==> src/rtl/adc_cfg.svh <==
`ifndef ADC_CFG_SVH
`define ADC_CFG_SVH

// Register indices; byte address is four times the index
`define IDX_CTRL_B      6'h03
`define IDX_RES_LOW     6'h04
`define IDX_RES_HIGH    6'h05
`define IDX_CTRL_A      6'h06
`define IDX_CHAN        6'h07

// Control/status A fields
`define CSA_ON          7
`define CSA_START       6
`define CSA_AUTO        5
`define CSA_FLAG        4
`define CSA_IE          3
`define CSA_DIV_HI      2
`define CSA_DIV_LO      0

// Control/status B fields
`define CSB_BIPOLAR     7
`define CSB_SPARE6      6
`define CSB_SPARE5      5
`define CSB_LEFT        4
`define CSB_SPARE3      3
`define CSB_TRIG_HI     2
`define CSB_TRIG_LO     0

// Channel register fields
`define CHAN_REF_HI     7
`define CHAN_REF_LO     6
`define CHAN_SEL_HI     5
`define CHAN_SEL_LO     0

// Conversion lengths in converter clock cycles
`define CONV_LONG_CYC   5'h19
`define CONV_SHORT_CYC  5'h0D

// Reset values
`define RST_BYTE        8'h00
`define RST_WORD        32'h0000_0000
`define TRIG_FREE_RUN   3'h0

`endif

==> src/rtl/adc_pkg.sv <==
package adc_pkg;

  typedef enum logic [1:0] {
    CONV_IDLE = 2'b00,
    CONV_RUN  = 2'b01
  } conv_state_e;

  typedef struct packed {
    logic       diff;
    logic       gain20x;
    logic [2:0] posIn;
    logic [2:0] negIn;
    logic [5:0] code;
  } chan_s;

  // Pair table indexed by code bits 4:1, normal polarity {pos, neg}
  function automatic logic [5:0] pairOf(input logic [3:0] idx);
    case (idx)
      4'h4:    pairOf = {3'h0, 3'h1};
      4'h5:    pairOf = {3'h0, 3'h3};
      4'h6:    pairOf = {3'h1, 3'h2};
      4'h7:    pairOf = {3'h1, 3'h3};
      4'h8:    pairOf = {3'h2, 3'h3};
      4'h9:    pairOf = {3'h3, 3'h4};
      4'hA:    pairOf = {3'h3, 3'h5};
      4'hB:    pairOf = {3'h3, 3'h6};
      4'hC:    pairOf = {3'h3, 3'h7};
      4'hD:    pairOf = {3'h4, 3'h5};
      4'hE:    pairOf = {3'h5, 3'h6};
      default: pairOf = {3'h6, 3'h7};
    endcase
  endfunction : pairOf

endpackage : adc_pkg

==> src/rtl/adc_core_if.sv <==
`timescale 1ns/1ps
`default_nettype none
interface adc_core_if;
  logic       enable;
  logic [2:0] divSel;
  logic       tick;
  logic [9:0] rawResult;
  logic       loadReq;
  logic       lowRead;
  logic       highRead;
  logic       leftAdjust;
  logic       signFill;
  logic [7:0] lowByte;
  logic [7:0] highByte;
  logic       locked;

  modport ctl (output enable, divSel, rawResult, loadReq, lowRead, highRead, leftAdjust,
               signFill, input tick, lowByte, highByte, locked);
  modport pre (input enable, divSel, output tick);
  modport res (input rawResult, loadReq, lowRead, highRead, leftAdjust, signFill,
               output lowByte, highByte, locked);
endinterface : adc_core_if
`default_nettype wire

==> src/rtl/adc_control_and_result_regs.sv <==
`timescale 1ns/1ps
`default_nettype none
`include "adc_cfg.svh"

module adc_control_and_result_regs
  import adc_pkg::*;
(
  input  wire logic        clk,
  input  wire logic        rst_b,
  input  wire logic        psel,
  input  wire logic        penable,
  input  wire logic        pwrite,
  input  wire logic [7:0]  paddr,
  input  wire logic [31:0] pwdata,
  output var  logic [31:0] prdata,
  output var  logic        pready,
  output var  logic        pslverr,
  input  wire logic        globalIrqEnable,
  input  wire logic        irqVectorAck,
  output var  logic        irqRequest,
  input  wire logic [6:0]  trigIn,
  input  wire logic [9:0]  afeResult,
  output var  logic        afePowerOn,
  output var  logic        afeConverting,
  output var  logic        afeInitCycle,
  output var  logic        afeDiff,
  output var  logic        afeGain20x,
  output var  logic        afeBipolar,
  output var  logic [2:0]  afePosIn,
  output var  logic [2:0]  afeNegIn,
  output var  logic [5:0]  afeChannel,
  output var  logic [1:0]  afeRefSel
);

  adc_core_if core ();

  conv_state_e state_r;
  logic        on_r;
  logic        startBit_r;
  logic        auto_r;
  logic        flag_r;
  logic        ie_r;
  logic [2:0]  div_r;
  logic        bipolar_r;
  logic [2:0]  csbSpare_r;
  logic        leftAdj_r;
  logic [2:0]  trigSrc_r;
  logic [1:0]  refSel_r;
  logic [5:0]  chanSel_r;
  logic        firstPending_r;
  logic        long_r;
  logic [4:0]  cycCnt_r;
  logic        prevTrig_r;
  chan_s       active_r;
  logic [31:0] prdata_r;

  logic        wrAcc;
  logic        rdAcc;
  logic        hitCsa;
  logic        hitCsb;
  logic        hitChan;
  logic        hitLow;
  logic        hitHigh;
  logic        mapped;
  logic        onNxt;
  logic        selTrig;
  logic        trigEdge;
  logic        swStart;
  logic        startConv;
  logic        complete;
  logic        restart;
  logic [4:0]  lastCyc;
  chan_s       decoded;
  logic [7:0]  csaView;
  logic [7:0]  rdByte;

  adc_prescaler u_prescaler (
    .clk   (clk),
    .rst_b (rst_b),
    .core  (core.pre)
  );

  adc_result_store u_result (
    .clk   (clk),
    .rst_b (rst_b),
    .core  (core.res)
  );

  // Bus decode
  always_comb begin
    hitCsa  = 1'b0;
    hitCsb  = 1'b0;
    hitChan = 1'b0;
    hitLow  = 1'b0;
    hitHigh = 1'b0;
    if (paddr == {`IDX_CTRL_A, 2'b00}) begin
      hitCsa = 1'b1;
    end else if (paddr == {`IDX_CTRL_B, 2'b00}) begin
      hitCsb = 1'b1;
    end else if (paddr == {`IDX_CHAN, 2'b00}) begin
      hitChan = 1'b1;
    end else if (paddr == {`IDX_RES_LOW, 2'b00}) begin
      hitLow = 1'b1;
    end else if (paddr == {`IDX_RES_HIGH, 2'b00}) begin
      hitHigh = 1'b1;
    end
  end

  assign mapped  = hitCsa | hitCsb | hitChan | hitLow | hitHigh;
  assign wrAcc   = psel && penable && pwrite && mapped;
  assign rdAcc   = psel && penable && !pwrite && mapped;
  assign pready  = 1'b1;
  assign pslverr = psel && penable && !mapped;

  assign csaView = {on_r, startBit_r, auto_r, flag_r, ie_r, div_r};

  always_comb begin
    rdByte = `RST_BYTE;
    if (hitCsa) begin
      rdByte = csaView;
    end else if (hitCsb) begin
      rdByte = {bipolar_r, csbSpare_r[2:1], leftAdj_r, csbSpare_r[0], trigSrc_r};
    end else if (hitChan) begin
      rdByte = {refSel_r, chanSel_r};
    end else if (hitLow) begin
      rdByte = core.lowByte;
    end else if (hitHigh) begin
      rdByte = core.highByte;
    end
  end

  // Read data captured in the setup cycle
  always_ff @(posedge clk or negedge rst_b) begin
    if (!rst_b) begin
      prdata_r <= `RST_WORD;
    end else if (psel && !penable) begin
      prdata_r <= {24'h00_0000, rdByte};
    end
  end
  assign prdata = prdata_r;

  // Control A plain fields
  always_ff @(posedge clk or negedge rst_b) begin
    if (!rst_b) begin
      on_r   <= 1'b0;
      auto_r <= 1'b0;
      ie_r   <= 1'b0;
      div_r  <= 3'h0;
    end else if (wrAcc && hitCsa) begin
      on_r   <= pwdata[`CSA_ON];
      auto_r <= pwdata[`CSA_AUTO];
      ie_r   <= pwdata[`CSA_IE];
      div_r  <= pwdata[`CSA_DIV_HI:`CSA_DIV_LO];
    end
  end

  // Control B and channel register
  always_ff @(posedge clk or negedge rst_b) begin
    if (!rst_b) begin
      bipolar_r  <= 1'b0;
      csbSpare_r <= 3'h0;
      leftAdj_r  <= 1'b0;
      trigSrc_r  <= `TRIG_FREE_RUN;
      refSel_r   <= 2'h0;
      chanSel_r  <= 6'h00;
    end else if (wrAcc && hitCsb) begin
      bipolar_r  <= pwdata[`CSB_BIPOLAR];
      csbSpare_r <= {pwdata[`CSB_SPARE6], pwdata[`CSB_SPARE5], pwdata[`CSB_SPARE3]};
      leftAdj_r  <= pwdata[`CSB_LEFT];
      trigSrc_r  <= pwdata[`CSB_TRIG_HI:`CSB_TRIG_LO];
    end else if (wrAcc && hitChan) begin
      refSel_r   <= pwdata[`CHAN_REF_HI:`CHAN_REF_LO];
      chanSel_r  <= pwdata[`CHAN_SEL_HI:`CHAN_SEL_LO];
    end
  end

  assign onNxt = (wrAcc && hitCsa) ? pwdata[`CSA_ON] : on_r;

  assign selTrig  = (trigSrc_r == `TRIG_FREE_RUN) ? 1'b0 : trigIn[trigSrc_r - 3'h1];
  // free running source yields no edge
  assign trigEdge = auto_r && on_r && (trigSrc_r != `TRIG_FREE_RUN) && selTrig
                    && !prevTrig_r;

  always_ff @(posedge clk or negedge rst_b) begin
    if (!rst_b) begin
      prevTrig_r <= 1'b0;
    end else begin
      prevTrig_r <= selTrig;
    end
  end

  assign swStart   = wrAcc && hitCsa && pwdata[`CSA_START] && onNxt;
  assign startConv = (state_r == CONV_IDLE) && (swStart || trigEdge);

  assign lastCyc  = long_r ? (`CONV_LONG_CYC - 5'h01) : (`CONV_SHORT_CYC - 5'h01);
  assign complete = (state_r == CONV_RUN) && on_r && core.tick && (cycCnt_r == lastCyc);
  assign restart  = complete && auto_r && (trigSrc_r == `TRIG_FREE_RUN) && onNxt;

  // first conversion after enabling is long
  always_ff @(posedge clk or negedge rst_b) begin
    if (!rst_b) begin
      firstPending_r <= 1'b0;
    end else if (!on_r && onNxt) begin
      firstPending_r <= !startConv;
    end else if (!onNxt) begin
      firstPending_r <= 1'b0;
    end else if (startConv) begin
      firstPending_r <= 1'b0;
    end
  end

  // Conversion sequencer
  always_ff @(posedge clk or negedge rst_b) begin
    if (!rst_b) begin
      state_r  <= CONV_IDLE;
      cycCnt_r <= 5'h00;
      long_r   <= 1'b0;
    end else begin
      case (state_r)
        CONV_IDLE: begin
          if (startConv) begin
            state_r  <= CONV_RUN;
            cycCnt_r <= 5'h00;
            long_r   <= firstPending_r || (!on_r && onNxt);
          end
        end
        CONV_RUN: begin
          if (!onNxt) begin
            state_r <= CONV_IDLE;
          end else if (complete) begin
            cycCnt_r <= 5'h00;
            long_r   <= 1'b0;
            if (!restart) begin
              state_r <= CONV_IDLE;
            end
          end else if (core.tick) begin
            cycCnt_r <= cycCnt_r + 5'h01;
          end
        end
        default: begin
          state_r <= CONV_IDLE;
        end
      endcase
    end
  end

  always_ff @(posedge clk or negedge rst_b) begin
    if (!rst_b) begin
      startBit_r <= 1'b0;
    end else if (!onNxt) begin
      startBit_r <= 1'b0;
    end else if (startConv) begin
      startBit_r <= 1'b1;
    end else if (complete && !restart) begin
      startBit_r <= 1'b0;
    end
  end

  // flag sets on completion, set wins
  // cleared by vector or writing one
  always_ff @(posedge clk or negedge rst_b) begin
    if (!rst_b) begin
      flag_r <= 1'b0;
    end else if (complete) begin
      flag_r <= 1'b1;
    end else if (irqVectorAck || (wrAcc && hitCsa && pwdata[`CSA_FLAG])) begin
      flag_r <= 1'b0;
    end
  end

  assign irqRequest = flag_r && ie_r && globalIrqEnable;

  always_comb begin
    decoded      = '0;
    decoded.code = chanSel_r;
    if (chanSel_r[4:3] != 2'b00) begin
      decoded.diff    = 1'b1;
      decoded.gain20x = chanSel_r[0];
      if (chanSel_r[5]) begin
        {decoded.negIn, decoded.posIn} = pairOf(chanSel_r[4:1]);
      end else begin
        {decoded.posIn, decoded.negIn} = pairOf(chanSel_r[4:1]);
      end
    end else if (chanSel_r[5] && chanSel_r[2:0] >= 3'h3) begin
      decoded.diff    = 1'b1;
      decoded.gain20x = chanSel_r[0] || (chanSel_r[2:0] == 3'h3);
      if (chanSel_r[2:0] == 3'h3) begin
        decoded.posIn = 3'h0;
      end else if (chanSel_r[2:1] == 2'b10) begin
        decoded.posIn = 3'h3;
      end else begin
        decoded.posIn = 3'h7;
      end
      decoded.negIn = decoded.posIn;
    end else begin
      decoded.posIn = chanSel_r[2:0];
    end
  end

  always_ff @(posedge clk or negedge rst_b) begin
    if (!rst_b) begin
      active_r <= '0;
    end else if (state_r == CONV_IDLE || complete) begin
      active_r <= decoded;
    end
  end

  assign core.enable     = on_r;
  assign core.divSel     = div_r;
  assign core.rawResult  = afeResult;
  assign core.loadReq    = complete;
  assign core.lowRead    = rdAcc && hitLow;
  assign core.highRead   = rdAcc && hitHigh;
  assign core.leftAdjust = leftAdj_r;
  assign core.signFill   = bipolar_r && active_r.diff;

  assign afePowerOn    = on_r;
  assign afeConverting = (state_r == CONV_RUN);
  assign afeInitCycle  = (state_r == CONV_RUN) && long_r;
  assign afeDiff       = active_r.diff;
  assign afeGain20x    = active_r.gain20x;
  assign afeBipolar    = bipolar_r;
  assign afePosIn      = active_r.posIn;
  assign afeNegIn      = active_r.negIn;
  assign afeChannel    = active_r.code;
  assign afeRefSel     = refSel_r;

endmodule : adc_control_and_result_regs
`default_nettype wire

==> src/rtl/adc_prescaler.sv <==
`timescale 1ns/1ps
`default_nettype none
module adc_prescaler (
  input wire logic clk,
  input wire logic rst_b,
  adc_core_if.pre  core
);
  logic [6:0] cnt_r;
  logic [6:0] limit;

  // divide by two or power of two
  always_comb begin
    if (core.divSel < 3'h2) begin
      limit = 7'h01;
    end else begin
      limit = 7'((8'h01 << core.divSel) - 8'h01);
    end
  end

  // Runs only while on, restarts from zero at enable
  always_ff @(posedge clk or negedge rst_b) begin
    if (!rst_b) begin
      cnt_r <= 7'h00;
    end else if (!core.enable || cnt_r >= limit) begin
      cnt_r <= 7'h00;
    end else begin
      cnt_r <= cnt_r + 7'h01;
    end
  end

  assign core.tick = core.enable && (cnt_r >= limit);
endmodule : adc_prescaler
`default_nettype wire

==> src/rtl/adc_result_store.sv <==
`timescale 1ns/1ps
`default_nettype none
module adc_result_store (
  input wire logic clk,
  input wire logic rst_b,
  adc_core_if.res  core
);
  logic [9:0] result_r;
  logic       lock_r;

  always_ff @(posedge clk or negedge rst_b) begin
    if (!rst_b) begin
      lock_r <= 1'b0;
    end else if (core.highRead) begin
      lock_r <= 1'b0;
    end else if (core.lowRead) begin
      lock_r <= 1'b1;
    end
  end

  always_ff @(posedge clk or negedge rst_b) begin
    if (!rst_b) begin
      result_r <= 10'h000;
    end else if (core.loadReq && !lock_r) begin
      result_r <= core.rawResult;
    end
  end

  always_comb begin
    if (core.leftAdjust) begin
      core.highByte = result_r[9:2];
      core.lowByte  = {result_r[1:0], 6'h00};
    end else begin
      core.highByte = {{6{core.signFill & result_r[9]}}, result_r[9:8]};
      core.lowByte  = result_r[7:0];
    end
  end

  assign core.locked = lock_r;
endmodule : adc_result_store
`default_nettype wire

==> config.mk <==
export PLATFORM = sky130hd
export DESIGN_NAME = adc_control_and_result_regs
export DESIGN_NICKNAME = d
export VERILOG_FILES = /design/src/rtl/adc_pkg.sv /design/src/rtl/adc_core_if.sv /design/src/rtl/adc_control_and_result_regs.sv /design/src/rtl/adc_prescaler.sv /design/src/rtl/adc_result_store.sv
export VERILOG_INCLUDE_DIRS = /design/src /design/src/rtl
export SDC_FILE = /design/constraint.sdc
export NUM_CORES = 1
export LEC_CHECK = 0
export BUFFER_PORTS_ARGS = -buffer_cell sky130_fd_sc_hd__buf_2
export CORE_AREA = 2 2 92 94
export DETAILED_ROUTE_END_ITERATION = 16
export DIE_AREA = 0 0 94 96
export PLACE_DENSITY_LB_ADDON = 0.1
export SETUP_SLACK_MARGIN = 0.05
export SLEW_MARGIN = 30
export SYNTH_ARGS = -nofsm -noshare
export SYNTH_HDL_FRONTEND = slang
export SYNTH_HIERARCHICAL = 1
export SYNTH_SLANG_ARGS = --single-unit
==> constraint.sdc <==
create_clock -name clk -period 4.7 [get_ports clk]
set_input_delay 0.235 -clock clk [delete_from_list [all_inputs] [get_ports clk]]
set_output_delay 0.235 -clock clk [all_outputs]
set_load 0.005 [all_outputs]
==> results_dict.tcl <==
set metrics [dict create \
    r2r_start "core.divSel[2]" \
    hold_viol_final 0 \
    hold_depth 2 \
    insertion_delay_ns 0.34 \
    grt_max_degree 48 \
    p_total_w 0.001157 \
    die_area_sq_um 9024 \
    gp_congestion 0.8429 \
    crit_path_start "core.divSel[2]" \
    drc_errors 0 \
    yosysUniqueCellTypes 63 \
    leakage_nw 2.473 \
    die_y_um 96 \
    drt-initial-drc-count 128 \
    critical_path_class "register to register" \
    cts_max_path_buffers 2 \
    grt_pass1_wl_mm 16.01 \
    ys_ff_latch 73 \
    power.share.combinational_pct 7.5 \
    ys_top_cells_by_area "dfrtp_1 (41%), mux2_4 (6.4%), nand2_1 (6.0%)" \
    min-delay-start "afeResult[5]" \
    critPathLaunchType "register" \
    period_needed_ns 3.310 \
    yosysMostFrequentCell "dfrtp_1" \
    die_width_um 94 \
    first_pass_iters 4 \
    synth_top_cell_by_area "dfrtp_1" \
    slew_headroom_pct 51.58 \
    grt_pass1_vias 3370 \
    cts_resized 0 \
    grt_overflow 0 \
    drtAntennaViolNets 0 \
    hold_buffers 1 \
    avgSynthCellArea_sq_um 9.444 \
    r2r-end "cycCnt_r[2]" \
    cp_max_fo 20 \
    rows 33 \
    synthArstFlopShare_pct 100.0 \
    area_growth_pct 10.77 \
    cts_buffers 9 \
    ctsRootBufferMaster "clkbuf_8" \
    switchingPower_w 0.0002730 \
    min_to "u_result/result_r[5]" \
    viasPerCell 5.496 \
    power.switching_fraction_pct 23.60 \
    clock-sinks 73 \
    fin_worst_skew_ns 0.009336 \
    grt_antenna_before_repair 0 \
    reg2reg_depth 14 \
    gr-usage-all-layers_pct 22.89 \
    num_antenna_cells 0 \
    dp_hpwl_mm 7.284 \
    synth_ff_type "dfrtp_1" \
    syn_inst 471 \
    max_cap_viol_count 0 \
    yosysSeqAreaShare_pct 41.07 \
    seq_power_share_pct 55.5 \
    finalCritPeriodShare_pct 70.42 \
    vias 3534 \
    pin_count 119 \
    netlist.area_leader.share_pct 41.07 \
    p_clk_share_pct 37.0 \
    setup_tns_ns 0 \
    synth_common_cells "dfrtp_1 (73), nand2_1 (71), nor2_1 (39), buf_4 (26), o21ai_0 (26)" \
    rsz0062_at_grt "false" \
    yosys_warnings 6 \
    min_path_type "primary input to register" \
    final_max_slew_viol_count 0 \
    cts_tree "built" \
    clock.fmax_mhz 302.1 \
    r2r_slack_ns 1.39 \
    start_util_pct 55.24 \
    drive_gt1_share_pct 25.28 \
    critPathArrivalTime_ns 3.54 \
    tightest_slew_ns 0.7263 \
    finalWirelength_mm 9.684 \
    peakVddDrop_uv 134.3 \
    clk_pin_slew_ns 0.08 \
    setup_slack_ns 1.390 \
    setup_viol 0 \
    portBuffers 69 \
    p_int_w 0.0008836 \
    h-tree-depth 3 \
    postCtsSetupBuffers 0 \
    fin_nets 617 \
    pre_cts_ws_ns 1.381 \
    status "complete, no violations" \
    cp.required_ns 4.93 \
    synth_edf_count 0 \
    core_sq_um 8051 \
    wl_per_cell_um 15.06 \
    cp-end-kind "register" \
    power_density_nw_per_um2 234.7 \
    whs_ns 0.1186 \
    syn_area_sq_um 4448 \
]
## placed cells by master, fill, tap and decap left out, types with 2 or more instances in the layout
cell type / instances
nor4b_2: 2
nor2b_1: 12
a21oi_1: 21
dfrtp_1: 73
o22ai_1: 9
clkbuf_8: 11
nor3_1: 5
buf_2: 69
nand3_1: 13
a2111o_1: 2
a22o_1: 2
a211oi_1: 6
mux2_2: 13
ha_1: 18
a31oi_1: 4
nand3b_1: 3
xor2_1: 4
nand2_1: 71
buf_4: 3
a31o_2: 2
o21ai_0: 26
a221oi_1: 4
inv_1: 23
nand2_2: 2
clkbuf_1: 3
and2_1: 3
a22oi_1: 2
o31ai_1: 7
a21oi_2: 2
and3_1: 2
nor2_1: 39
o211ai_1: 5
conb_1: 26
a21boi_0: 2
mux2_4: 19
nand2b_1: 2
or3_1: 2
## sequential cells by signal (all words and copies together), names as in the netlist, 2 cells and up
signal             flops
core.divSel            3
afePosIn               3
trigSrc_r              3
u_prescaler/cnt_r      7
afeNegIn               3
cycCnt_r               5
csbSpare_r             3
chanSel_r              6
afeRefSel              2
prdata                 8
afeChannel             6
u_result/result_r     10
## worst max-delay path: stages, from the launching register on
cell and delay (ns):
dfrtp_1 0.46, inv_1 0.09, nand3b_1 0.09, ha_1 0.15
inv_1 0.04, ha_1 0.28, nand2_1 0.06, o21ai_2 0.13
a41oi_1 0.14, nor2b_1 0.19, nand4_1 0.12, a211oi_2 0.39
nand2b_1 0.64, o2bb2ai_1 0.16, a22o_1 0.25
## metrics by stage
| step | utilization, % | cells | area, sq um |
|---|---|---|---|
| 2_1_floorplan | - | 494 | 4534 |
| 3_3_place_gp | 59.05 | 628 | 4755 |
| 3_5_place_dp | 59.05 | 628 | 4755 |
| 4_1_cts | 61.20 | 643 | 4927 |
| 5_1_grt | 61.20 | 643 | 4927 |
| 6_report | 61.20 | 643 | 4927 |
## logic make-up (layout without fill, tap and decap cells)
family                     after synthesis  in the layout  synth area share [%]
AOI/OAI and AO/OA                      105            105                 15.95
xor gates and xnor gates                 5              5                0.9845
adders and majority gates               18             18                 5.063
buffers and inverters                   66            110                 8.214
DFF                                     73             73                 41.07
muxes                                   35             35                 10.69
other                                    3             26                0.2531
and+or+nand+nor                        166            166                 17.78
## how the worst max path moves through the flow
| stage | end | slack, ns | cells past startpoint |
|---|---|---|---|
| after floorplan | u_result/result_r[0] | 2.12 | 14 |
| after global placement | cycCnt_r[2] | 1.44 | 14 |
| after detailed placement | cycCnt_r[2] | 1.38 | 14 |
| after CTS | cycCnt_r[2] | 1.38 | 14 |
| after global routing | cycCnt_r[2] | 1.11 | 14 |
| final | cycCnt_r[2] | 1.39 | 14 |
## layer usage
layer | global-route usage [%] | wire length, um
met5 | 0 | 0
met4 | 9.058 | 131
met3 | 3.994 | 539
met2 | 37.68 | 4586
met1 | 30.24 | 4426
## power by group through the flow
| stage | Combinational, W | Clock (W) | Sequential, W |
|---|---|---|---|
| finish | 0.0000865 | 0.000428 | 0.000642 |
| global route | 0.0000994 | 0.000460 | 0.000643 |
| CTS | 0.0000873 | 0.000437 | 0.000642 |
| detailed placement | 0.0000863 | 0 | 0.000654 |
| global placement | 0.0000845 | 0 | 0.000654 |
| floorplan | 0.0000573 | 0 | 0.000651 |
## final cells by class
cell class,instances,area [sq um]
fill,723,3124
multi-input combinational,355,2342
inverter,23,86.33
sequential,73,1827
timing repair buffer,73,377.9
tap,105,131.4
clock buffer,14,162.7
Note: power is estimated with default switching activity, not from simulation.
